$ cat config.mk
export PLATFORM = sky130hd
export DESIGN_NAME = dma_transfer_request_control
export DESIGN_NICKNAME = d
export VERILOG_FILES = /design/src/logic/dma_pkg.sv /design/src/logic/dma_transfer_request_control.sv
export VERILOG_INCLUDE_DIRS = /design/src /design/src/logic
export SDC_FILE = /design/constraint.sdc
export NUM_CORES = 1
export LEC_CHECK = 0
export ABC_AREA = 1
export BUFFER_PORTS_ARGS = -buffer_cell sky130_fd_sc_hd__buf_4
export CAP_MARGIN = 0
export CORE_ASPECT_RATIO = 1.25
export CORE_MARGIN = 4
export CORE_UTILIZATION = 45
export DETAILED_ROUTE_END_ITERATION = 10
export PLACE_DENSITY = 0.62
export SLEW_MARGIN = 20
export SYNTH_ARGS = -nofsm -noshare
export SYNTH_HDL_FRONTEND = slang
export SYNTH_SLANG_ARGS = --single-unit
$ cat constraint.sdc
create_clock -name clk_sys -period 6.5 [get_ports clk_sys]
set_clock_uncertainty 0.1 [all_clocks]
set_input_delay 0.65 -clock clk_sys [delete_from_list [all_inputs] [get_ports clk_sys]]
set_output_delay 0.65 -clock clk_sys [all_outputs]
set_load 0.01 [all_outputs]
$ cat src/logic/dma_defines.svh
`ifndef DMA_DEFINES_SVH
`define DMA_DEFINES_SVH

// Register offsets (byte addresses)
`define DMA_OFF_CTRL 8'h00
`define DMA_OFF_REQ 8'h04
`define DMA_OFF_SRC 8'h08
`define DMA_OFF_DST 8'h0c
`define DMA_OFF_RELOAD 8'h10
`define DMA_OFF_FWD 8'h14
`define DMA_OFF_COUNT 8'h18
`define DMA_OFF_SWTRIG 8'h1c
`define DMA_OFF_STATUS 8'h20
`define DMA_OFF_MASK 8'h24

// Control register fields
`define DMA_CTRL_EN 0
`define DMA_CTRL_UNIT 1
`define DMA_CTRL_SRCFWD 2
`define DMA_CTRL_EXTRISE 3
`define DMA_CTRL_TRIG_LO 8
`define DMA_CTRL_TRIG_HI 11

// Trigger select codes
`define DMA_TRIG_EXT 4'he
`define DMA_TRIG_SW 4'hf

// Status bits
`define DMA_STS_UNIT 0
`define DMA_STS_END 1

// Cycle coefficients per memory type
`define DMA_COEF_FAST 3'h1
`define DMA_COEF_WAIT 3'h2
`define DMA_COEF_MUX 3'h3

// Reset values
`define DMA_RST_CTRL 32'h0000_0000
`define DMA_RST_PTR 32'h0000_0000

`endif

$ cat src/logic/dma_pkg.sv
package dma_pkg;

    typedef enum logic [1:0] {
        ST_IDLE  = 2'b00,
        ST_GRANT = 2'b01,
        ST_READ  = 2'b11,
        ST_WRITE = 2'b10
    } dma_state_t;

    typedef enum logic [1:0] {
        MEM_FAST = 2'b00,
        MEM_WAIT = 2'b01,
        MEM_MUX  = 2'b10
    } mem_type_t;

endpackage

$ cat src/logic/dma_transfer_request_control.sv
`timescale 1ns/1ps
`include "dma_defines.svh"

module dma_transfer_request_control import dma_pkg::*; #(
    parameter int NPERIPH = 12,
    parameter int AW = 20,
    parameter int CW = 16
) (
    // Clock and reset
    input wire logic clk_sys,
    input wire logic reset,
    // Register port
    input wire logic [7:0] reg_addr,
    input wire logic [31:0] reg_wdata,
    input wire logic reg_wr,
    input wire logic reg_rd,
    output logic [31:0] reg_rdata,
    // Trigger sources
    input wire logic [NPERIPH-1:0] periph_irq_set,
    input wire logic external_irq_input_zero,
    // Memory bus
    input wire logic bus_grant,
    input wire logic bus_is_8bit,
    input wire logic [1:0] rd_mem_type,
    input wire logic [1:0] wr_mem_type,
    input wire logic [15:0] mem_rdata,
    output logic bus_req,
    output logic [AW-1:0] mem_addr,
    output logic mem_rd,
    output logic mem_wr,
    output logic [15:0] mem_wdata,
    // Interrupt
    output logic irq
);

    dma_state_t state_q;
    logic en_q, unit_byte_q, src_fwd_q, ext_rise_q, reload_pend_q, req_q, ext_prev_q;
    logic [3:0] trig_sel_q;
    logic [AW-1:0] src_q, dst_q, fwd_q, wr_a_q, reload_src, fwd_use, rd_base, wr_base;
    logic [CW-1:0] reload_q, cnt_q;
    logic [2:0] ph_q, rd_exp_q;
    logic [1:0] sts_q, mask_q;
    logic ctrl_wr, en_write, req_wr, start, ext_edge, trig_evt, unit_end, done;
    logic [2:0] rd_len, wr_len;
    logic [AW-1:0] step;

    function automatic logic [2:0] unit_len(input logic byte_u, input logic bus8,
                                            input logic odd, input logic [1:0] mt);
        logic [2:0] n;
        logic [2:0] j;
        n = (byte_u || !(bus8 || odd)) ? 3'h1 : 3'h2;
        case (mt)
            MEM_WAIT: j = `DMA_COEF_WAIT;
            MEM_MUX: j = `DMA_COEF_MUX;
            default: j = `DMA_COEF_FAST;
        endcase
        return 3'(n * j);
    endfunction

    assign ctrl_wr = reg_wr && reg_addr == `DMA_OFF_CTRL;
    assign en_write = ctrl_wr && reg_wdata[`DMA_CTRL_EN];
    assign req_wr = reg_wr && reg_addr == `DMA_OFF_REQ;
    assign start = state_q == ST_GRANT && bus_grant && en_q && req_q;
    assign unit_end = state_q == ST_WRITE && ph_q == 3'h0;
    assign done = unit_end && cnt_q <= CW'(1);
    assign reload_src = src_fwd_q ? src_q : dst_q;
    assign fwd_use = reload_pend_q ? reload_src : fwd_q;
    assign rd_base = src_fwd_q ? fwd_use : src_q;
    assign wr_base = src_fwd_q ? dst_q : fwd_use;
    assign rd_len = unit_len(unit_byte_q, bus_is_8bit, rd_base[0], rd_mem_type);
    assign wr_len = unit_len(unit_byte_q, bus_is_8bit, wr_base[0], wr_mem_type);
    assign step = unit_byte_q ? AW'(1) : AW'(2);

    // Selected edge of the external input
    assign ext_edge = ext_rise_q ? (external_irq_input_zero && !ext_prev_q)
                                 : (!external_irq_input_zero && ext_prev_q);

    always_comb begin
        case (trig_sel_q)
            `DMA_TRIG_SW: trig_evt = reg_wr && reg_addr == `DMA_OFF_SWTRIG && reg_wdata[0];
            `DMA_TRIG_EXT: trig_evt = ext_edge;
            default: trig_evt = (32'(trig_sel_q) < NPERIPH) &&
                                periph_irq_set[trig_sel_q];
        endcase
    end

    always_ff @(posedge clk_sys or posedge reset) begin
        if (reset) begin
            ext_prev_q <= 1'b1;
        end else begin
            ext_prev_q <= external_irq_input_zero;
        end
    end

    // Control and pointer registers
    always_ff @(posedge clk_sys or posedge reset) begin
        if (reset) begin
            unit_byte_q <= 1'b0;
            src_fwd_q <= 1'b0;
            ext_rise_q <= 1'b0;
            trig_sel_q <= 4'h0;
            src_q <= '0;
            dst_q <= '0;
            reload_q <= '0;
            mask_q <= 2'h0;
        end else if (reg_wr) begin
            case (reg_addr)
                `DMA_OFF_CTRL: begin
                    unit_byte_q <= reg_wdata[`DMA_CTRL_UNIT];
                    src_fwd_q <= reg_wdata[`DMA_CTRL_SRCFWD];
                    ext_rise_q <= reg_wdata[`DMA_CTRL_EXTRISE];
                    trig_sel_q <= reg_wdata[`DMA_CTRL_TRIG_HI:`DMA_CTRL_TRIG_LO];
                end
                `DMA_OFF_SRC: src_q <= reg_wdata[AW-1:0];
                `DMA_OFF_DST: dst_q <= reg_wdata[AW-1:0];
                `DMA_OFF_RELOAD: reload_q <= reg_wdata[CW-1:0];
                `DMA_OFF_MASK: mask_q <= reg_wdata[1:0];
                default: ;
            endcase
        end
    end

    // Enable bit and pending reload
    always_ff @(posedge clk_sys or posedge reset) begin
        if (reset) begin
            en_q <= 1'b0;
            reload_pend_q <= 1'b0;
        end else begin
            if (ctrl_wr) begin
                en_q <= reg_wdata[`DMA_CTRL_EN];
            end else if (done) begin
                en_q <= 1'b0;
            end
            if (en_write) begin
                reload_pend_q <= 1'b1;
            end else if (start) begin
                reload_pend_q <= 1'b0;
            end
        end
    end

    // Request flag: a trigger wins over any clear in the same cycle
    always_ff @(posedge clk_sys or posedge reset) begin
        if (reset) begin
            req_q <= 1'b0;
        end else if (trig_evt) begin
            req_q <= 1'b1;
        end else if (start || (req_wr && !reg_wdata[0])) begin
            req_q <= 1'b0;
        end
    end

    // Transfer sequencer
    always_ff @(posedge clk_sys or posedge reset) begin
        if (reset) begin
            state_q <= ST_IDLE;
            bus_req <= 1'b0;
            mem_rd <= 1'b0;
            mem_wr <= 1'b0;
            mem_addr <= '0;
            mem_wdata <= 16'h0000;
            wr_a_q <= '0;
            ph_q <= 3'h0;
            rd_exp_q <= 3'h0;
            fwd_q <= '0;
            cnt_q <= '0;
        end else begin
            case (state_q)
                ST_IDLE: begin
                    if (en_q && req_q) begin
                        state_q <= ST_GRANT;
                        bus_req <= 1'b1;
                    end
                end
                ST_GRANT: begin
                    if (!(en_q && req_q)) begin
                        state_q <= ST_IDLE;
                        bus_req <= 1'b0;
                    end else if (start) begin
                        state_q <= ST_READ;
                        bus_req <= 1'b0;
                        mem_rd <= 1'b1;
                        mem_addr <= rd_base;
                        wr_a_q <= wr_base;
                        ph_q <= rd_len - 3'h1;
                        rd_exp_q <= rd_len;
                        if (reload_pend_q) begin
                            fwd_q <= reload_src;
                            cnt_q <= reload_q;
                        end
                    end
                end
                ST_READ: begin
                    if (ph_q == 3'h0) begin
                        state_q <= ST_WRITE;
                        mem_rd <= 1'b0;
                        mem_wr <= 1'b1;
                        mem_addr <= wr_a_q;
                        mem_wdata <= mem_rdata;
                        ph_q <= unit_len(unit_byte_q, bus_is_8bit, wr_a_q[0],
                                         wr_mem_type) - 3'h1;
                    end else begin
                        ph_q <= ph_q - 3'h1;
                    end
                end
                ST_WRITE: begin
                    if (ph_q == 3'h0) begin
                        state_q <= ST_IDLE;
                        mem_wr <= 1'b0;
                        fwd_q <= fwd_q + step;
                        cnt_q <= cnt_q - CW'(1);
                    end else begin
                        ph_q <= ph_q - 3'h1;
                    end
                end
                default: state_q <= ST_IDLE;
            endcase
        end
    end

    // Event status, write one to clear, set wins
    always_ff @(posedge clk_sys or posedge reset) begin
        if (reset) begin
            sts_q <= 2'h0;
            irq <= 1'b0;
        end else begin
            sts_q[`DMA_STS_UNIT] <= unit_end || (sts_q[`DMA_STS_UNIT] &&
                !(reg_wr && reg_addr == `DMA_OFF_STATUS && reg_wdata[`DMA_STS_UNIT]));
            sts_q[`DMA_STS_END] <= done || (sts_q[`DMA_STS_END] &&
                !(reg_wr && reg_addr == `DMA_OFF_STATUS && reg_wdata[`DMA_STS_END]));
            irq <= |(sts_q & mask_q);
        end
    end

    // Read data, one cycle after the strobe
    always_ff @(posedge clk_sys or posedge reset) begin
        if (reset) begin
            reg_rdata <= 32'h0;
        end else if (reg_rd) begin
            reg_rdata <= 32'h0;
            case (reg_addr)
                `DMA_OFF_CTRL: begin
                    reg_rdata[`DMA_CTRL_EN] <= en_q;
                    reg_rdata[`DMA_CTRL_UNIT] <= unit_byte_q;
                    reg_rdata[`DMA_CTRL_SRCFWD] <= src_fwd_q;
                    reg_rdata[`DMA_CTRL_EXTRISE] <= ext_rise_q;
                    reg_rdata[`DMA_CTRL_TRIG_HI:`DMA_CTRL_TRIG_LO] <= trig_sel_q;
                end
                `DMA_OFF_REQ: reg_rdata[0] <= req_q;
                `DMA_OFF_SRC: reg_rdata[AW-1:0] <= src_q;
                `DMA_OFF_DST: reg_rdata[AW-1:0] <= dst_q;
                `DMA_OFF_RELOAD: reg_rdata[CW-1:0] <= reload_q;
                `DMA_OFF_FWD: reg_rdata[AW-1:0] <= fwd_q;
                `DMA_OFF_COUNT: reg_rdata[CW-1:0] <= cnt_q;
                `DMA_OFF_STATUS: reg_rdata[1:0] <= sts_q;
                `DMA_OFF_MASK: reg_rdata[1:0] <= mask_q;
                default: ;
            endcase
        end else begin
            reg_rdata <= 32'h0;
        end
    end

    // Checking helpers
    logic [2:0] rd_run_q;
    always_ff @(posedge clk_sys or posedge reset) begin
        if (reset) begin
            rd_run_q <= 3'h0;
        end else begin
            rd_run_q <= mem_rd ? rd_run_q + 3'h1 : 3'h0;
        end
    end

    a_req_on_trigger: assert property (@(posedge clk_sys) disable iff (reset)
        trig_evt |=> req_q) else $error("request flag missed a trigger");

    a_req_sw_clear: assert property (@(posedge clk_sys) disable iff (reset)
        req_wr && !reg_wdata[0] && !trig_evt |=> !req_q)
        else $error("software zero did not clear request");

    a_req_sw_noset: assert property (@(posedge clk_sys) disable iff (reset)
        req_wr && reg_wdata[0] && !req_q && !trig_evt |=> !req_q)
        else $error("software one set request");

    a_start_clears: assert property (@(posedge clk_sys) disable iff (reset)
        start && !trig_evt |=> !req_q && mem_rd)
        else $error("request not cleared at transfer start");

    a_start_gated: assert property (@(posedge clk_sys) disable iff (reset)
        $rose(mem_rd) |-> $past(en_q) && $past(req_q) && $past(bus_grant))
        else $error("transfer began without enable and request");

    a_reload_ptr: assert property (@(posedge clk_sys) disable iff (reset)
        start && reload_pend_q |=> fwd_q == $past(reload_src))
        else $error("forward pointer not reloaded");

    a_reload_count: assert property (@(posedge clk_sys) disable iff (reset)
        start && reload_pend_q |=> cnt_q == $past(reload_q))
        else $error("transfer counter not reloaded");

    a_restart_pend: assert property (@(posedge clk_sys) disable iff (reset)
        en_write |=> reload_pend_q)
        else $error("enable rewrite did not arm restart");

    a_read_length: assert property (@(posedge clk_sys) disable iff (reset)
        $fell(mem_rd) |-> rd_run_q == rd_exp_q && mem_wr)
        else $error("read phase length wrong");

    a_byte_unit: assert property (@(posedge clk_sys) disable iff (reset)
        start && unit_byte_q && rd_mem_type == MEM_FAST |=> mem_rd ##1 !mem_rd)
        else $error("byte unit read not one cycle");

endmodule

==> impl_metrics.toml <==
[sta]
slew_viol_final = 0
final.setup.tns_ns = 0
setup_viol_count_final = 0
finalHoldViolCount = 0
layout_setup_ws_ns = 2.89
max_freq_ghz = 0.277
worst_slew_margin_rel_pct = 34.6
worst_slew_pin_slew_ns = 0.978
fin_crit_ns = 3.61
grt_setup_unrepaired = "false"
worst_hold_slack_ns = 0.216
layout_worst_path_cycle_share_pct = 55.6

[route]
antenna_violating_nets_post_route = 0
met1_wirelength_um = 13700
met2_wirelength_um = 14500
post_drt_wl_per_cell_um = 17.6
via_count = 9514
detailedRoute.firstIterationViolations = 940
finalWirelength_um = 30600
vias_per_cell = 5.46
met3RoutedLength_um = 1940
highest-signal-layer = "met4"
drcViolationCount = 0
detailedRoute.firstPassIterationCount = 6

[yosys]
avgSynthCellArea_um2 = 7.55
synthesized_area_mm2 = 0.0102
synth_flop_cell = "dfrtp_1"
ys_async_sr_fraction_pct = 100
ys_seq_elements = 192
synth.yosys.warnings = 0
synth_enable_flop_cells = 0
synth_seq_area_share_pct = 47.0
yosys.cell_types.count = 40
netlist_instances = 1355

[critical_path]
endpoint_kind = "flip-flop"
worstPathMaxFanout = 36
crit_required_ns = 6.76
r2r_slack_ns = 2.89
worstRegToRegCells = 10
critPathArrivalTime_ns = 3.87
kind_of_critical_path = "reg2reg"
setup.worst_path.start_class = "flip-flop"
worstReg2RegEnd = "ph_q[2]$_DFFE_PP0P_"
critical_path.reg2reg.startpoint = "state_q[1]$_DFFE_PP0P_"

[cts]
cts_setup_buffers = 0
cts_repair_resize_count = 0
clkLatencyLatePin_ns = 0.44
cts-hold-fix-buffers = 0
cts_tree = "built"
cts_max_path_buffers = 2
tritoncts_num_sinks = 192
clk_pin_slew_worst_paths_ns = 0.07
clock_tree.htree_level_count = 4
clk_root_buffer_cell = "clkbuf_16"
cts-buffers-inserted = 17

[final_layout]
layout.nets = 1538
layout-area-overhead-vs-synth_pct = 16.5
final_cells = 1744
final_core_utilization_pct = 53.5
insertedDiodeCount = 0
layout_common_cells = "nand2_1 (342), o21ai_0 (193), dfrtp_1 (191)"
most_common_cell_after_layout_fill_and_taps_aside = "nand2_1"
layout-drive-gt1-share_pct = 12.6

[global_routing]
grt_first_pass_wirelength_um = 48600
grt-ovfl-total = 0
first_global_vias = 8843
antenna_found_initial = 0
largest_net_degree_at_the_start_of_global_routing = 98
track_usage_pct = 24.5

[pwr]
power.leakage_nw = 5.70
powerDensity_mw_per_mm2 = 294
peakVddDrop_uv = 212

[place]
finalWeightedCongestion = 0.931
dpl.hpwl_um = 21400
numPlacedInstances = 1712
placement.io_buffers = 126
dp_worst_setup_slack_ns = 2.88

[min_path]
hp-class = "in2async"

[floorplan]
design.core.area_mm2 = 0.0223
fp.dieArea_mm2 = 0.0252
placementRows = 61
chipWidth_um = 143
initial_utilization_pct = 45.9
io_pins = 151
chipHeight_um = 177

[outcome]
outcome = "complete, no violations"

[run]
max-cap-violations = 0
-- synthesized netlist by cell type (all sizes together), types with 2 or more instances --
| master | instances | share of area, % |
|---|---|---|
| a22o | 2 | 0.17 |
| nor2 | 89 | 3.5 |
| dfrtp | 191 | 47 |
| o2111ai | 2 | 0.17 |
| xor2 | 10 | 0.86 |
| nor3 | 14 | 0.69 |
| nor4 | 2 | 0.12 |
| buf | 33 | 1.9 |
| nand4 | 8 | 0.49 |
| inv | 148 | 5.4 |
| a31oi | 2 | 0.12 |
| o22ai | 26 | 1.6 |
| o211ai | 15 | 1.1 |
| nand2 | 344 | 13 |
| clkbuf | 40 | 1.5 |
| nand3 | 41 | 2.0 |
| o21a | 16 | 1.2 |
| clkinv | 2 | 0.073 |
| a21oi | 105 | 5.1 |
| ha | 10 | 1.2 |
| o221ai | 4 | 0.34 |
| a22oi | 6 | 0.44 |
| o21ai | 233 | 11 |
| xnor2 | 2 | 0.17 |
-- stage by stage --
| stage | power [mW] | instance area, um2 |
|---|---|---|
| after floorplan | 2.09 | 10300 |
| after global placement | 2.40 | 11300 |
| after detailed placement | 2.42 | 11300 |
| after CTS | 3.52 | 11900 |
| after global routing | 3.71 | 11900 |
| final | 3.51 | 11900 |
-- critical path, stage by stage (launching register included) --
cell     delay, ns
dfrtp_1       0.44
nand2_1       0.73
inv_2         0.42
nand2_1       0.17
buf_4         0.27
inv_2         0.21
nor2_4        0.64
nand2_2       0.19
o21ai_1       0.13
a21oi_1       0.06
a21oi_1       0.14
-- registers in the layout, indices dropped and copies added, names as in the netlist, 2 cells and up --
name	cells
reg_rdata	20
mem_wdata	16
cnt_q	16
wr_a_q	20
mask_q	2
state_q	2
fwd_q	20
sts_q	2
src_q	20
ph_q	3
reload_q	16
mem_addr	20
trig_sel_q	4
dst_q	20
-- area by class of cell --
class                           instances  area, um2
Tap cell                              283        354
Sequential cell                       192       4810
Inverter                              150        571
Timing Repair Buffer                  136       1020
Fill cell                            2228      10400
Clock buffer                           20        457
Multi-Input combinational cell        951       4550
Clock inverter                         12        155
-- per-layer routing --
metal	track usage [%]	up-vias
met1	35.8	4488
met3	3.47	38
met5	0	-
met2	38.7	330
li1	-	4658
met4	6.02	0
-- report_power, final --
part           leakage, nW  switching (mW)  internal, mW
clock network        0.297           0.474         0.629
logic                 2.95           0.534         0.315
registers             2.45           0.180          1.38
-- cell families (layout without fill, tap and decap cells) --
kind of cell               count (synthesis)  count (layout)  share of synthesized area (%)
other                                      1              12                         0.0367
and+or+nand+nor                          500             500                           19.6
AOI/OAI and AO/OA                        416             416                           22.0
adders and majority gates                 11              11                           1.42
buffers and inverters                    223             318                           8.91
xor gates and xnor gates                  12              12                           1.03
DFF                                      192             192                           47.0
-- how the worst max path moves through the flow --
stage,start,to,slack (ns),cells past startpoint
floorplan,reset,bus_req$_DFFE_PP0P_,0.52,1
global placement,state_q[1]$_DFFE_PP0P_,ph_q[2]$_DFFE_PP0P_,2.87,10
detailed placement,state_q[1]$_DFFE_PP0P_,ph_q[2]$_DFFE_PP0P_,2.88,10
CTS,state_q[1]$_DFFE_PP0P_,ph_q[2]$_DFFE_PP0P_,2.84,10
global route,state_q[1]$_DFFE_PP0P_,ph_q[2]$_DFFE_PP0P_,2.48,10
finish,state_q[1]$_DFFE_PP0P_,ph_q[2]$_DFFE_PP0P_,2.89,10
Note: power is estimated with default switching activity, not from simulation.
